### config.mk
export PLATFORM = sky130hd
export DESIGN_NAME = cwg_ctrl
export DESIGN_NICKNAME = d
export VERILOG_FILES = /design/src/rtl/cwg_pkg.sv /design/src/rtl/cwg_ctrl.sv
export VERILOG_INCLUDE_DIRS = /design/src /design/src/rtl
export SDC_FILE = /design/constraint.sdc
export NUM_CORES = 1
export LEC_CHECK = 0
export ABC_AREA = 0
export BUFFER_PORTS_ARGS = -buffer_cell sky130_fd_sc_hd__buf_2
export CORE_MARGIN = 4
export CORE_UTILIZATION = 45
export CTS_CLUSTER_SIZE = 16
export DETAILED_ROUTE_END_ITERATION = 10
export GPL_TIMING_DRIVEN = 0
export PLACE_DENSITY = 0.68
export SYNTH_ARGS = -nofsm -noshare
export SYNTH_HDL_FRONTEND = slang
export SYNTH_SLANG_ARGS = --single-unit
export TNS_END_PERCENT = 30
### constraint.sdc
create_clock -name clk -period 3.4 [get_ports clk]
set_clock_uncertainty 0.05 [all_clocks]
set_input_delay 0.68 -clock clk [delete_from_list [all_inputs] [get_ports clk]]
set_output_delay 0.68 -clock clk [all_outputs]
set_load 0.005 [all_outputs]
### src/rtl/cwg_consts.svh
// Purpose: Register offsets, field positions and reset values of the waveform generator
// Assumes: Avalon-MM byte addresses, one 32-bit word per 8-bit register
// Notes:   Definitions only
`ifndef CWG_CONSTS_SVH
`define CWG_CONSTS_SVH

`define CWG_OFS_CONTROL_0     5'h00
`define CWG_OFS_CONTROL_1     5'h04
`define CWG_OFS_SHUTDOWN      5'h08
`define CWG_OFS_RISE_DB       5'h0c
`define CWG_OFS_FALL_DB       5'h10

`define CWG_BIT_MODULE_ON     7
`define CWG_BIT_OUT_B_PIN_EN  6
`define CWG_BIT_OUT_A_PIN_EN  5
`define CWG_BIT_OUT_B_INVERT  4
`define CWG_BIT_OUT_A_INVERT  3
`define CWG_BIT_CLOCK_SELECT  0

`define CWG_POS_OVR_B         6
`define CWG_POS_OVR_A         4
`define CWG_POS_SOURCE        0

`define CWG_BIT_SD_STATUS     7
`define CWG_BIT_AUTO_RESTART  6
`define CWG_BIT_CMP_SD_ON     2
`define CWG_BIT_FLT_SD_ON     1

`define CWG_RST_CONTROL_0     8'h00
`define CWG_RST_CONTROL_1     8'h00
`define CWG_RST_SHUTDOWN      8'h00
`define CWG_RST_DEADBAND      6'h00

`define CWG_MASK_CONTROL_0    8'hf9
`define CWG_MASK_CONTROL_1    8'hf7
`define CWG_MASK_SHUTDOWN     8'hc6
`define CWG_MASK_DEADBAND     8'h3f

`define CWG_OVR_HIGH          2'h3
`define CWG_OVR_LOW           2'h2
`define CWG_OVR_FLOAT         2'h1
`define CWG_OVR_DEADBAND      2'h0

`define CWG_SRC_COMPARATOR    3'h0
`define CWG_SRC_PWM1          3'h2
`define CWG_SRC_PWM2          3'h3
`define CWG_SRC_PWM3          3'h4

`endif

### src/rtl/cwg_pkg.sv
// Purpose: Types of the complementary waveform generator
// Assumes: Constants come from cwg_consts.svh
// Notes:   Bus carriers keep the published Avalon-MM signal names
package cwg_pkg;

  typedef struct packed {
    logic [4:0]  address;
    logic        read;
    logic        write;
    logic [31:0] writedata;
    logic [3:0]  byteenable;
  } av_req_t;

  typedef struct packed {
    logic        waitrequest;
    logic [31:0] readdata;
  } av_resp_t;

  typedef struct packed {
    logic output_a;
    logic output_a_oe;
    logic output_b;
    logic output_b_oe;
  } pins_t;

  typedef enum logic [5:0] {
    ST_OFF     = 6'h01,
    ST_RISE_DB = 6'h02,
    ST_A_ON    = 6'h04,
    ST_FALL_DB = 6'h08,
    ST_B_ON    = 6'h10,
    ST_SD_DB   = 6'h20
  } wave_state_t;

  typedef struct packed {
    logic [7:0]  control_0;
    logic [7:0]  control_1;
    logic        shutdown_status;
    logic        auto_restart_on;
    logic        comparator_shutdown_on;
    logic        fault_pin_shutdown_on;
    logic [5:0]  rising_deadband_value;
    logic [5:0]  falling_deadband_value;
    logic [2:0]  cmp_sync;
    logic        cmp_filt;
    logic [2:0]  flt_sync;
    logic        flt_filt;
    logic [2:0]  osc_sync;
    logic        osc_filt;
    logic        osc_prev;
    logic        src_prev;
    logic        resume_wait;
    wave_state_t wave;
    logic [6:0]  db_count;
    logic        raw_a;
    logic        raw_b;
    logic        ack;
    logic [31:0] rdata;
    pins_t       pins;
  } state_t;

endpackage : cwg_pkg

### src/rtl/cwg_ctrl.sv
// Purpose: Complementary waveform generator with dead band and auto-shutdown
// Assumes: Avalon-MM slave on clk; comparator, fault and oscillator are asynchronous
// Notes:   Pins carry output and enable; the pad resolves the wire
//
// Operation
// Override codes 11 high, 10 low, 01 float
// Code 00 goes inactive after dead band
// Polarity never alters fixed override levels
// Bit 6 selects automatic or software restart
// Software clear needs all enabled sources inactive
// Overrides hold until next input rising edge
// Auto-restart clears status when sources inactive
// Bit 7 turns the generator on
// Pin enables connect outputs A and B
// Polarity bits invert outputs A and B
// Bit 0 selects fast oscillator as clock
// Source field selects PWM1-3 or comparator
// Status bit reads one during shutdown
// Comparator high forces shutdown when enabled
// Fault input low forces shutdown when enabled
// Dead band lasts N to N+1 counts
// Zero falling count bypasses falling dead band
// Software follows the synchronous start sequence
// Software sets overrides before enabling generator
// Software starts by auto-restart or clearing status
// Rising edge: B off, A after delay
// Falling edge: A off, B after delay
// Shutdown inputs act on level
// Software setting status forces shutdown
// Reserved source reads as constantly inactive
`timescale 1ns/10ps
`include "cwg_consts.svh"

module cwg_ctrl (
  input  wire logic             clk,
  input  wire logic             srst,
  input  wire logic             ce,
  input  wire cwg_pkg::av_req_t av_req,
  output cwg_pkg::av_resp_t     av_resp,
  input  wire logic             pwm1_out,
  input  wire logic             pwm2_out,
  input  wire logic             pwm3_out,
  input  wire logic             comparator_async_out,
  input  wire logic             fault_input,
  input  wire logic             fast_internal_oscillator,
  output cwg_pkg::pins_t        pins
);
  import cwg_pkg::*;

  state_t     s_reg;
  state_t     s_next;
  logic       wr_hit;
  logic [7:0] wd;
  logic       src_level;
  logic       src_rise;
  logic       src_fall;
  logic       sd_source;
  logic       tick;
  logic       hold;
  logic [1:0] ovr_a;
  logic [1:0] ovr_b;
  logic       lvl_a;
  logic       lvl_b;

  // Request answered one cycle after it appears
  // Clock enable low stalls the answer as well
  assign av_resp.waitrequest = (av_req.read | av_req.write) & ~(s_reg.ack & ce);
  assign av_resp.readdata    = s_reg.rdata;
  assign pins                = s_reg.pins;

  assign wr_hit = av_req.write & s_reg.ack & av_req.byteenable[0];
  assign wd     = av_req.writedata[7:0];

  always_comb begin
    case (s_reg.control_1[`CWG_POS_SOURCE +: 3])
      `CWG_SRC_COMPARATOR: src_level = s_reg.cmp_filt;
      `CWG_SRC_PWM1:       src_level = pwm1_out;
      `CWG_SRC_PWM2:       src_level = pwm2_out;
      `CWG_SRC_PWM3:       src_level = pwm3_out;
      default:             src_level = 1'b0;
    endcase
  end

  assign src_rise  = src_level & ~s_reg.src_prev;
  assign src_fall  = ~src_level & s_reg.src_prev;
  assign sd_source = (s_reg.comparator_shutdown_on & s_reg.cmp_filt)
                   | (s_reg.fault_pin_shutdown_on & ~s_reg.flt_filt);
  // Dead-band counts step on fast oscillator rising edges or every clk
  assign tick      = s_reg.control_0[`CWG_BIT_CLOCK_SELECT]
                   ? (s_reg.osc_filt & ~s_reg.osc_prev) : 1'b1;
  assign hold      = s_reg.shutdown_status | s_reg.resume_wait;

  always_comb begin
    s_next = s_reg;
    ovr_a  = 2'h0;
    ovr_b  = 2'h0;
    lvl_a  = 1'b0;
    lvl_b  = 1'b0;
    if (ce) begin
      // Three-stage input capture; change taken when last two agree
      s_next.cmp_sync = {s_reg.cmp_sync[1:0], comparator_async_out};
      s_next.flt_sync = {s_reg.flt_sync[1:0], fault_input};
      s_next.osc_sync = {s_reg.osc_sync[1:0], fast_internal_oscillator};
      if (s_reg.cmp_sync[1] == s_reg.cmp_sync[2]) begin
        s_next.cmp_filt = s_reg.cmp_sync[2];
      end
      if (s_reg.flt_sync[1] == s_reg.flt_sync[2]) begin
        s_next.flt_filt = s_reg.flt_sync[2];
      end
      if (s_reg.osc_sync[1] == s_reg.osc_sync[2]) begin
        s_next.osc_filt = s_reg.osc_sync[2];
      end
      s_next.osc_prev = s_reg.osc_filt;
      s_next.src_prev = src_level;

      // Bus answer and register writes
      s_next.ack   = (av_req.read | av_req.write) & ~s_reg.ack;
      s_next.rdata = 32'h0000_0000;
      if (av_req.read & ~s_reg.ack) begin
        case (av_req.address)
          `CWG_OFS_CONTROL_0: s_next.rdata[7:0] = s_reg.control_0 & `CWG_MASK_CONTROL_0;
          `CWG_OFS_CONTROL_1: s_next.rdata[7:0] = s_reg.control_1 & `CWG_MASK_CONTROL_1;
          `CWG_OFS_SHUTDOWN: begin
            s_next.rdata[`CWG_BIT_SD_STATUS]    = s_reg.shutdown_status;
            s_next.rdata[`CWG_BIT_AUTO_RESTART] = s_reg.auto_restart_on;
            s_next.rdata[`CWG_BIT_CMP_SD_ON]    = s_reg.comparator_shutdown_on;
            s_next.rdata[`CWG_BIT_FLT_SD_ON]    = s_reg.fault_pin_shutdown_on;
          end
          `CWG_OFS_RISE_DB:   s_next.rdata[5:0] = s_reg.rising_deadband_value;
          `CWG_OFS_FALL_DB:   s_next.rdata[5:0] = s_reg.falling_deadband_value;
          default:            s_next.rdata = 32'h0000_0000;
        endcase
      end
      if (wr_hit) begin
        case (av_req.address)
          `CWG_OFS_CONTROL_0: s_next.control_0 = wd & `CWG_MASK_CONTROL_0;
          `CWG_OFS_CONTROL_1: s_next.control_1 = wd & `CWG_MASK_CONTROL_1;
          `CWG_OFS_SHUTDOWN: begin
            s_next.auto_restart_on        = wd[`CWG_BIT_AUTO_RESTART];
            s_next.comparator_shutdown_on = wd[`CWG_BIT_CMP_SD_ON];
            s_next.fault_pin_shutdown_on  = wd[`CWG_BIT_FLT_SD_ON];
          end
          `CWG_OFS_RISE_DB:   s_next.rising_deadband_value  = wd[5:0];
          `CWG_OFS_FALL_DB:   s_next.falling_deadband_value = wd[5:0];
          default:            s_next.control_0 = s_reg.control_0;
        endcase
      end

      // Shutdown status; a live source always wins over any clear
      if (sd_source) begin
        s_next.shutdown_status = 1'b1;
      end else if (wr_hit && av_req.address == `CWG_OFS_SHUTDOWN && wd[`CWG_BIT_SD_STATUS]) begin
        s_next.shutdown_status = 1'b1;
      end else if (s_reg.auto_restart_on) begin
        s_next.shutdown_status = 1'b0;
      end else if (wr_hit && av_req.address == `CWG_OFS_SHUTDOWN) begin
        s_next.shutdown_status = 1'b0;
      end

      if (s_reg.shutdown_status) begin
        s_next.resume_wait = 1'b1;
      end else if (src_rise) begin
        s_next.resume_wait = 1'b0;
      end

      // Dead-band engine
      if (!s_reg.control_0[`CWG_BIT_MODULE_ON]) begin
        s_next.wave  = ST_OFF;
        s_next.raw_a = 1'b0;
        s_next.raw_b = 1'b0;
      end else if (hold && !(s_reg.resume_wait && !s_reg.shutdown_status && src_rise)) begin
        s_next.raw_a = 1'b0;
        if (s_reg.wave != ST_SD_DB && s_reg.wave != ST_OFF) begin
          s_next.db_count = 7'h00;
          if (s_reg.falling_deadband_value == 6'h00) begin
            s_next.raw_b = 1'b0;
            s_next.wave  = ST_OFF;
          end else begin
            s_next.wave = ST_SD_DB;
          end
        end else if (s_reg.wave == ST_SD_DB) begin
          if (tick) begin
            s_next.db_count = s_reg.db_count + 7'h01;
          end
          if (s_reg.db_count == {1'b0, s_reg.falling_deadband_value}) begin
            s_next.raw_b = 1'b0;
            s_next.wave  = ST_OFF;
          end
        end
      end else if (src_rise) begin
        s_next.raw_b    = 1'b0;
        s_next.db_count = 7'h00;
        if (s_reg.rising_deadband_value == 6'h00) begin
          s_next.raw_a = 1'b1;
          s_next.wave  = ST_A_ON;
        end else begin
          s_next.raw_a = 1'b0;
          s_next.wave  = ST_RISE_DB;
        end
      end else if (src_fall) begin
        s_next.raw_a    = 1'b0;
        s_next.db_count = 7'h00;
        if (s_reg.falling_deadband_value == 6'h00) begin
          s_next.raw_b = 1'b1;
          s_next.wave  = ST_B_ON;
        end else begin
          s_next.raw_b = 1'b0;
          s_next.wave  = ST_FALL_DB;
        end
      end else begin
        case (s_reg.wave)
          ST_RISE_DB: begin
            if (tick) begin
              s_next.db_count = s_reg.db_count + 7'h01;
            end
            if (s_reg.db_count == {1'b0, s_reg.rising_deadband_value}) begin
              s_next.raw_a = 1'b1;
              s_next.wave  = ST_A_ON;
            end
          end
          ST_FALL_DB: begin
            if (tick) begin
              s_next.db_count = s_reg.db_count + 7'h01;
            end
            if (s_reg.db_count == {1'b0, s_reg.falling_deadband_value}) begin
              s_next.raw_b = 1'b1;
              s_next.wave  = ST_B_ON;
            end
          end
          ST_SD_DB: s_next.wave = ST_OFF;
          ST_A_ON:  s_next.wave = ST_A_ON;
          ST_B_ON:  s_next.wave = ST_B_ON;
          ST_OFF:   s_next.wave = ST_OFF;
          default: begin
            s_next.wave  = ST_OFF;
            s_next.raw_a = 1'b0;
            s_next.raw_b = 1'b0;
          end
        endcase
      end

      // Pin drive from the next-state waveform and overrides
      ovr_a = s_next.control_1[`CWG_POS_OVR_A +: 2];
      ovr_b = s_next.control_1[`CWG_POS_OVR_B +: 2];
      lvl_a = s_next.raw_a ^ s_next.control_0[`CWG_BIT_OUT_A_INVERT];
      lvl_b = s_next.raw_b ^ s_next.control_0[`CWG_BIT_OUT_B_INVERT];
      s_next.pins.output_a_oe = s_next.control_0[`CWG_BIT_MODULE_ON]
                              & s_next.control_0[`CWG_BIT_OUT_A_PIN_EN];
      s_next.pins.output_b_oe = s_next.control_0[`CWG_BIT_MODULE_ON]
                              & s_next.control_0[`CWG_BIT_OUT_B_PIN_EN];
      s_next.pins.output_a    = lvl_a;
      s_next.pins.output_b    = lvl_b;
      if (s_next.shutdown_status | s_next.resume_wait) begin
        case (ovr_a)
          `CWG_OVR_HIGH:  s_next.pins.output_a = 1'b1;
          `CWG_OVR_LOW:   s_next.pins.output_a = 1'b0;
          `CWG_OVR_FLOAT: s_next.pins.output_a_oe = 1'b0;
          default:        s_next.pins.output_a = lvl_a;
        endcase
        case (ovr_b)
          `CWG_OVR_HIGH:  s_next.pins.output_b = 1'b1;
          `CWG_OVR_LOW:   s_next.pins.output_b = 1'b0;
          `CWG_OVR_FLOAT: s_next.pins.output_b_oe = 1'b0;
          default:        s_next.pins.output_b = lvl_b;
        endcase
      end
    end
  end

  always_ff @(posedge clk) begin
    if (srst) begin
      s_reg                        <= '0;
      s_reg.control_0              <= `CWG_RST_CONTROL_0;
      s_reg.control_1              <= `CWG_RST_CONTROL_1;
      s_reg.shutdown_status        <= 1'(`CWG_RST_SHUTDOWN >> `CWG_BIT_SD_STATUS);
      s_reg.rising_deadband_value  <= `CWG_RST_DEADBAND;
      s_reg.falling_deadband_value <= `CWG_RST_DEADBAND;
      s_reg.flt_filt               <= 1'b1;
      s_reg.flt_sync               <= 3'h7;
      s_reg.wave                   <= ST_OFF;
    end else begin
      s_reg <= s_next;
    end
  end

endmodule : cwg_ctrl

### Word-level counts from Yosys, hierarchy flattened

Index checks and enable logic that the tools add are counted.

* flip-flop bits (word level): 96
* bits in latches: 0
* RAM bits: 0
* bits in read-only memories: 0
* input bits: 52
* output and inout bits: 37
* word-level logic and storage cells: 166
* memories kept: 0

* add/sub/neg operators: 1
* multipliers: 0
* div/mod/pow operators: 0
* $lt $le $gt $ge: 0
* equal/unequal tests: 34
* shift-type cells: 0
* mux-type cells: 51
* bitwise logic cells: 25
* reduce and logical (&&, ||, !) cells: 26

Operator list (number)
* 2-to-1 mux 15 bit: 3
* 2-to-1 mux 16 bit: 2
* 2-to-1 mux 6 bit: 5
* 2-to-1 mux 13 bit: 2
* 2-to-1 mux 8 bit: 3
* one-hot mux 6 bit (4 select lines): 1
* 2-to-1 mux 1 bit: 19
* inequality test 6 bit, second input constant: 3
* AND reduction 3 bit: 5
* == test 7 x 6 -> 1 bit: 2
* 2-to-1 mux 7 bit: 2
* bitwise AND 1 bit: 13
* logical NOT 6 bit: 2
* one-hot mux 3 bit (4 select lines): 1
* == test 5 x 4 -> 1 bit, second input constant: 2
* OR reduction 5 bit: 2
* == test 2 bit, second input constant: 4
* inequality test 4 x 2 -> 1 bit, second input constant: 2
* one-hot mux 1 bit (2 select lines): 4
* one-hot mux 1 bit (4 select lines): 2
* one-hot mux 2 bit (4 select lines): 1
* adder 7 x 1 -> 7 bit, second input constant: 1
* == test 3 x 2 -> 1 bit, second input constant: 2
* == test 6 x 1 -> 1 bit, second input constant: 1
* other kinds (30): 53

### Depth between registers and ports, before layout

* depth after elaboration: 13
* gate-level depth with buffers: 9
* mapped depth without buffers: 7

### Worst setup path after synthesis

Ideal clock, no wire load.

* path type: input port to flip-flop
* start point: in av_req[42] (netlist name)
* end point: reg s_reg, in the netlist pins[1]
* library setup time: 0.062 ns
* arrival: 2.593 ns
* required time: 3.288 ns
* slack: 0.695 ns
* stages: 8
* buffers on the path: 1
* path through: or3_1 > clkbuf_1 > nor3b_2 > mux2i_1 > a21oi_1 > nor3_1 > or4b_1 > nand3_1

* longest elaborated chain between the ends: 9
* elaborated cells on any way between the ends: 20
* classes of those cells: eq/ne (4); mux (11); bitwise (2); reduce/logical (3)

RTL lines
* from (decl): line cwg_ctrl.sv:38 `input wire cwg_pkg::av_req_t av_req,`
* == test 5 x 4 -> 1 bit
* logical AND 1 bit (no line)
* 2-to-1 mux 1 bit: line cwg_ctrl.sv:156 `` end else if (wr_hit && av_req.address == `CWG_OFS_SHUTDOWN) begin ``
* 2-to-1 mux 1 bit: line cwg_ctrl.sv:154 `end else if (s_reg.auto_restart_on) begin`
* 2-to-1 mux 1 bit: line cwg_ctrl.sv:152 `` end else if (wr_hit && av_req.address == `CWG_OFS_SHUTDOWN && wd[`CWG_BIT_SD_STATUS]) begin ``
* 2-to-1 mux 1 bit: line cwg_ctrl.sv:150 `if (sd_source) begin`
* 2-to-1 mux 1 bit: line cwg_ctrl.sv:99 `if (ce) begin`
* OR 1 bit: line cwg_ctrl.sv:253 `if (s_next.shutdown_status | s_next.resume_wait) begin`
* 2-to-1 mux 4 bit (*): line cwg_ctrl.sv:253
* to (signal assigned): line cwg_ctrl.sv:282 `s_reg <= s_next;`
* to (decl): line cwg_ctrl.sv:50 `state_t s_reg;`

Mark *: on every way between the ends. The rest lies on a longest branch, timed or not. The select of a mux whose other input is x is not followed.
A chain may end at the register's enable or synchronous reset.

==> impl_metrics.csv <==
group,metric,value,unit
finish,nets,664,
setup_path,worst-path-max-fanout,10,
timing,fin_tns_setup,0,ns
timing,period_needed,3.00,ns
finish,fin_util,53.3,%
setup_path,worst-setup-path-type,"primary input to primary output",
setup_path,required,2.67,ns
clock_network,clk_latency,0.36,ns
clock_network,cts_tree,"yes",
logic_synthesis,synth-seq-cells,72,
floorplanning,ioPinCount,89,
floorplanning,row_count,35,
clock_network,cts.repair.resized,0,
clock_network,post_cts_buffers,0,
power_and_ir_drop,p_sw,0.457,mW
finish,largest_reg_flops,60,
logic_synthesis,syn_inst,542,
power_and_ir_drop,cell_internal_pwr,1.39,mW
outcome,status,"finished clean",
setup_path,critPathBufInv,4,
logic_synthesis,synth_edf_count,0,
clock_network,cts.sinks,72,
timing,fin_crit_sh,88.3,%
place,dp_worst_setup_slack,0.292,ns
power_and_ir_drop,powerDensity,374,nW/um^2
timing,slew_headroom,41.0,%
global_routing,grt_pass1_vias,3873,
clock_network,cts_root_buffer,"clkbuf_8",
global_routing,grt_antenna_before_repair,0,
finish,final_cell_count_no_fill,745,
timing,setup_ws,0.398,ns
setup_path,cpMostUsedCell,"clkbuf_1",
clock_network,clkTransAtPathRegs,0.08,ns
logic_synthesis,synthFlopType,"dfxtp_1",
floorplanning,fp.dieArea,11100,sq um
logic_synthesis,synth_commonest_cells,"72 x dfxtp_1, 58 x nor2_1, 56 x nand2_1",
floorplanning,core,9240,sq um
power_and_ir_drop,p_clk_share,44.8,%
power_and_ir_drop,p_sw_share,24.8,%
power_and_ir_drop,p_leak,2.01,nW
setup_path,rr_endpoint,"pins[3]",
logic_synthesis,seq_area_frac_synth,33.8,%
logic_synthesis,synth_top_area_share,33.8,%
setup_path,r2r_start,"s_reg[49]",
timing,fmax,333,MHz
clock_network,ctsLongestPathBuffers,2,
timing,setup_violations,0,
timing,whs,0.425,ns
finish,n_antenna_cell,0,
floorplanning,die_w,105,um
power_and_ir_drop,ir_drop,0.000187,V
timing,tightest_slew,0.876,ns
logic_synthesis,yosys-top-cells-area,"dfxtp_1 34%, buf_4 6.3%, mux2i_1 5.9%, nor2_1 5.1%, nand2_1 4.9%",
floorplanning,die_h,105,um
logic_synthesis,syn_area_per_cell,7.87,sq um
route,vias,4139,
setup_path,start_kind,"primary input",
route,routed_wl,12300,um
route,dr.first_iter.drc_count,247,
worst_hold_path,hold_path.startpoint,"s_reg[57]",
logic_synthesis,netlist-cell-type-count,63,
setup_path,critPathTopFamily,"buffers and inverters",
route,routed_via_density,5.56,
finish,fin_area,4930,sq um
route,firstDrtPassIters,7,
timing,slew_viol_final,0,
flow_run,cap_violations,0,
setup_path,rr_worst_depth,8,
clock_network,h-tree-depth,3,
setup_path,crit_path_end_kind,"primary output",
clock_network,numCtsBuffers,9,
global_routing,track_usage,22.7,%
route,drcViolationCount,0,
setup_path,cp_cell_sequence,"clkbuf_1 -> clkbuf_1 -> clkbuf_1 -> a21oi_1 -> buf_2",
global_routing,overflow,0,
worst_hold_path,hold_class,"flip-flop to flip-flop",
setup_path,cpMaxStageDelayCell,"clkbuf_1",
global_routing,grt_pass1_wl,20200,um
logic_synthesis,synth.most_common_cell,"dfxtp_1",
route,antenna_left,0,
setup_path,reg2reg_slack,0.63,ns
worst_hold_path,min_path_cells,2,
logic_synthesis,yosysWarnings,0,
floorplanning,start_util,46.2,%
logic_synthesis,synth_top_cell_by_area,"dfxtp_1",
place,numPortBuffers,35,
power_and_ir_drop,pwr-share-comb,8.7,%
logic_synthesis,synth_area,4270,sq um
timing,final_hold_viol_count,0,
logic_synthesis,async_flop_share,0,%
setup_path,max_stage_delay,0.48,ns
place,gp_congestion,0.933,
place,place_area,4690,sq um
finish,num-fill-cells,886,
global_routing,grt_max_degree,13,
power_and_ir_drop,seq_power_share,46.5,%
place,place_inst,729,
clock_network,cts_hold_buf,0,
route,wl_per_cell,16.6,um
worst_hold_path,whs_endpoint,"s_reg[55]",
setup_path,worstPathArrival,2.27,ns
place,dp_hpwl,9180,um
finish,syn2layout_area_growth,15.5,%
timing,rsz0062_at_grt,"no",
power_and_ir_drop,total_power,1.84,mW
finish,drive_gt1_share,17.0,%
-- power by group through the flow --
stage                     sequential, mW  combinational [mW]  clock (mW)
after floorplan                    0.876               0.103           0
after global placement             0.877               0.154           0
after detailed placement           0.878               0.156           0
after CTS                          0.858               0.157       0.829
after global routing               0.859               0.176       0.861
final                              0.858               0.160       0.825
-- worst max path at each step --
| stage | from | end | slack [ns] | cells after the start |
|---|---|---|---|---|
| finish | ce | av_resp[32] | 0.40 | 5 |
| global route | ce | av_resp[32] | 0.23 | 5 |
| CTS | ce | av_resp[32] | 0.44 | 5 |
| detailed placement | av_req[42] | pins[1] | 0.29 | 9 |
| global placement | av_req[42] | pins[1] | 0.32 | 9 |
| floorplan | av_req[42] | pins[1] | 0.69 | 8 |
-- worst reg2reg max path: stages, from the launching register on --
cell,delay [ns]
dfxtp_1,0.31
clkbuf_1,0.22
or4_1,0.58
nor3b_1,0.42
nand3_1,0.15
a32o_1,0.30
a21oi_1,0.27
nor4b_1,0.28
nor3_1,0.09
-- routing by layer --
layer	up-vias	GRT usage, %	share of wire (%)
met5	-	0	0
met4	0	6.94	1.6
met3	18	4.10	6.3
met2	147	35.7	45
met1	1977	31.5	47
li1	1997	-	-
-- cell usage in the layout (no fill, tap or decap), types with 3 or more instances in the layout --
master | Yosys | routed
dfxtp_1 | 72 | 72
nor2_1 | 58 | 58
nand2_1 | 56 | 56
a21oi_1 | 39 | 39
buf_4 | 36 | 36
buf_2 | 0 | 35
nand3_1 | 32 | 32
clkbuf_1 | 26 | 26
mux2i_1 | 25 | 25
conb_1 | 1 | 24
o21ai_0 | 23 | 23
xor2_1 | 19 | 19
nor3_1 | 14 | 14
a22oi_1 | 13 | 13
clkbuf_8 | 0 | 12
nor4_1 | 7 | 7
inv_1 | 7 | 7
mux2_2 | 7 | 7
nand2b_1 | 6 | 6
or4_1 | 6 | 6
and3_1 | 6 | 6
or3_1 | 5 | 5
a31oi_1 | 5 | 5
buf_1 | 4 | 4
nor3b_1 | 4 | 4
a21o_1 | 4 | 4
nand4_1 | 4 | 4
nor2b_1 | 4 | 4
o211ai_1 | 4 | 4
o22ai_1 | 3 | 3
nor4b_1 | 3 | 3
xnor2_1 | 3 | 3
a211oi_1 | 3 | 3
and2_1 | 3 | 3
a211o_1 | 3 | 3
-- logic make-up (layout without fill, tap and decap cells) --
group | count (synthesis) | in the layout | share of synthesized area, %
and+or+nand+nor | 219 | 219 | 25.2
AOI/OAI and AO/OA | 119 | 119 | 18.2
buffers and inverters | 76 | 127 | 10.2
DFF | 72 | 72 | 33.8
muxes | 32 | 32 | 7.71
xor gates and xnor gates | 22 | 22 | 4.52
adders and majority gates | 1 | 1 | 0.293
other | 1 | 24 | 0.0879
-- area by class of cell --
cell class / instances / area [sq um] / area share (%)
multi-input cells: 417 / 2480 / 50.2
flip-flops and latches: 72 / 1440 / 29.2
plain buffers: 68 / 405 / 8.23
repair buffers: 35 / 175 / 3.55
clock buffers: 12 / 165 / 3.35
well taps: 129 / 161 / 3.27
clock inverters: 4 / 73.8 / 1.50
inverters: 8 / 30.0 / 0.609
Note: power is estimated with default switching activity, not from simulation.
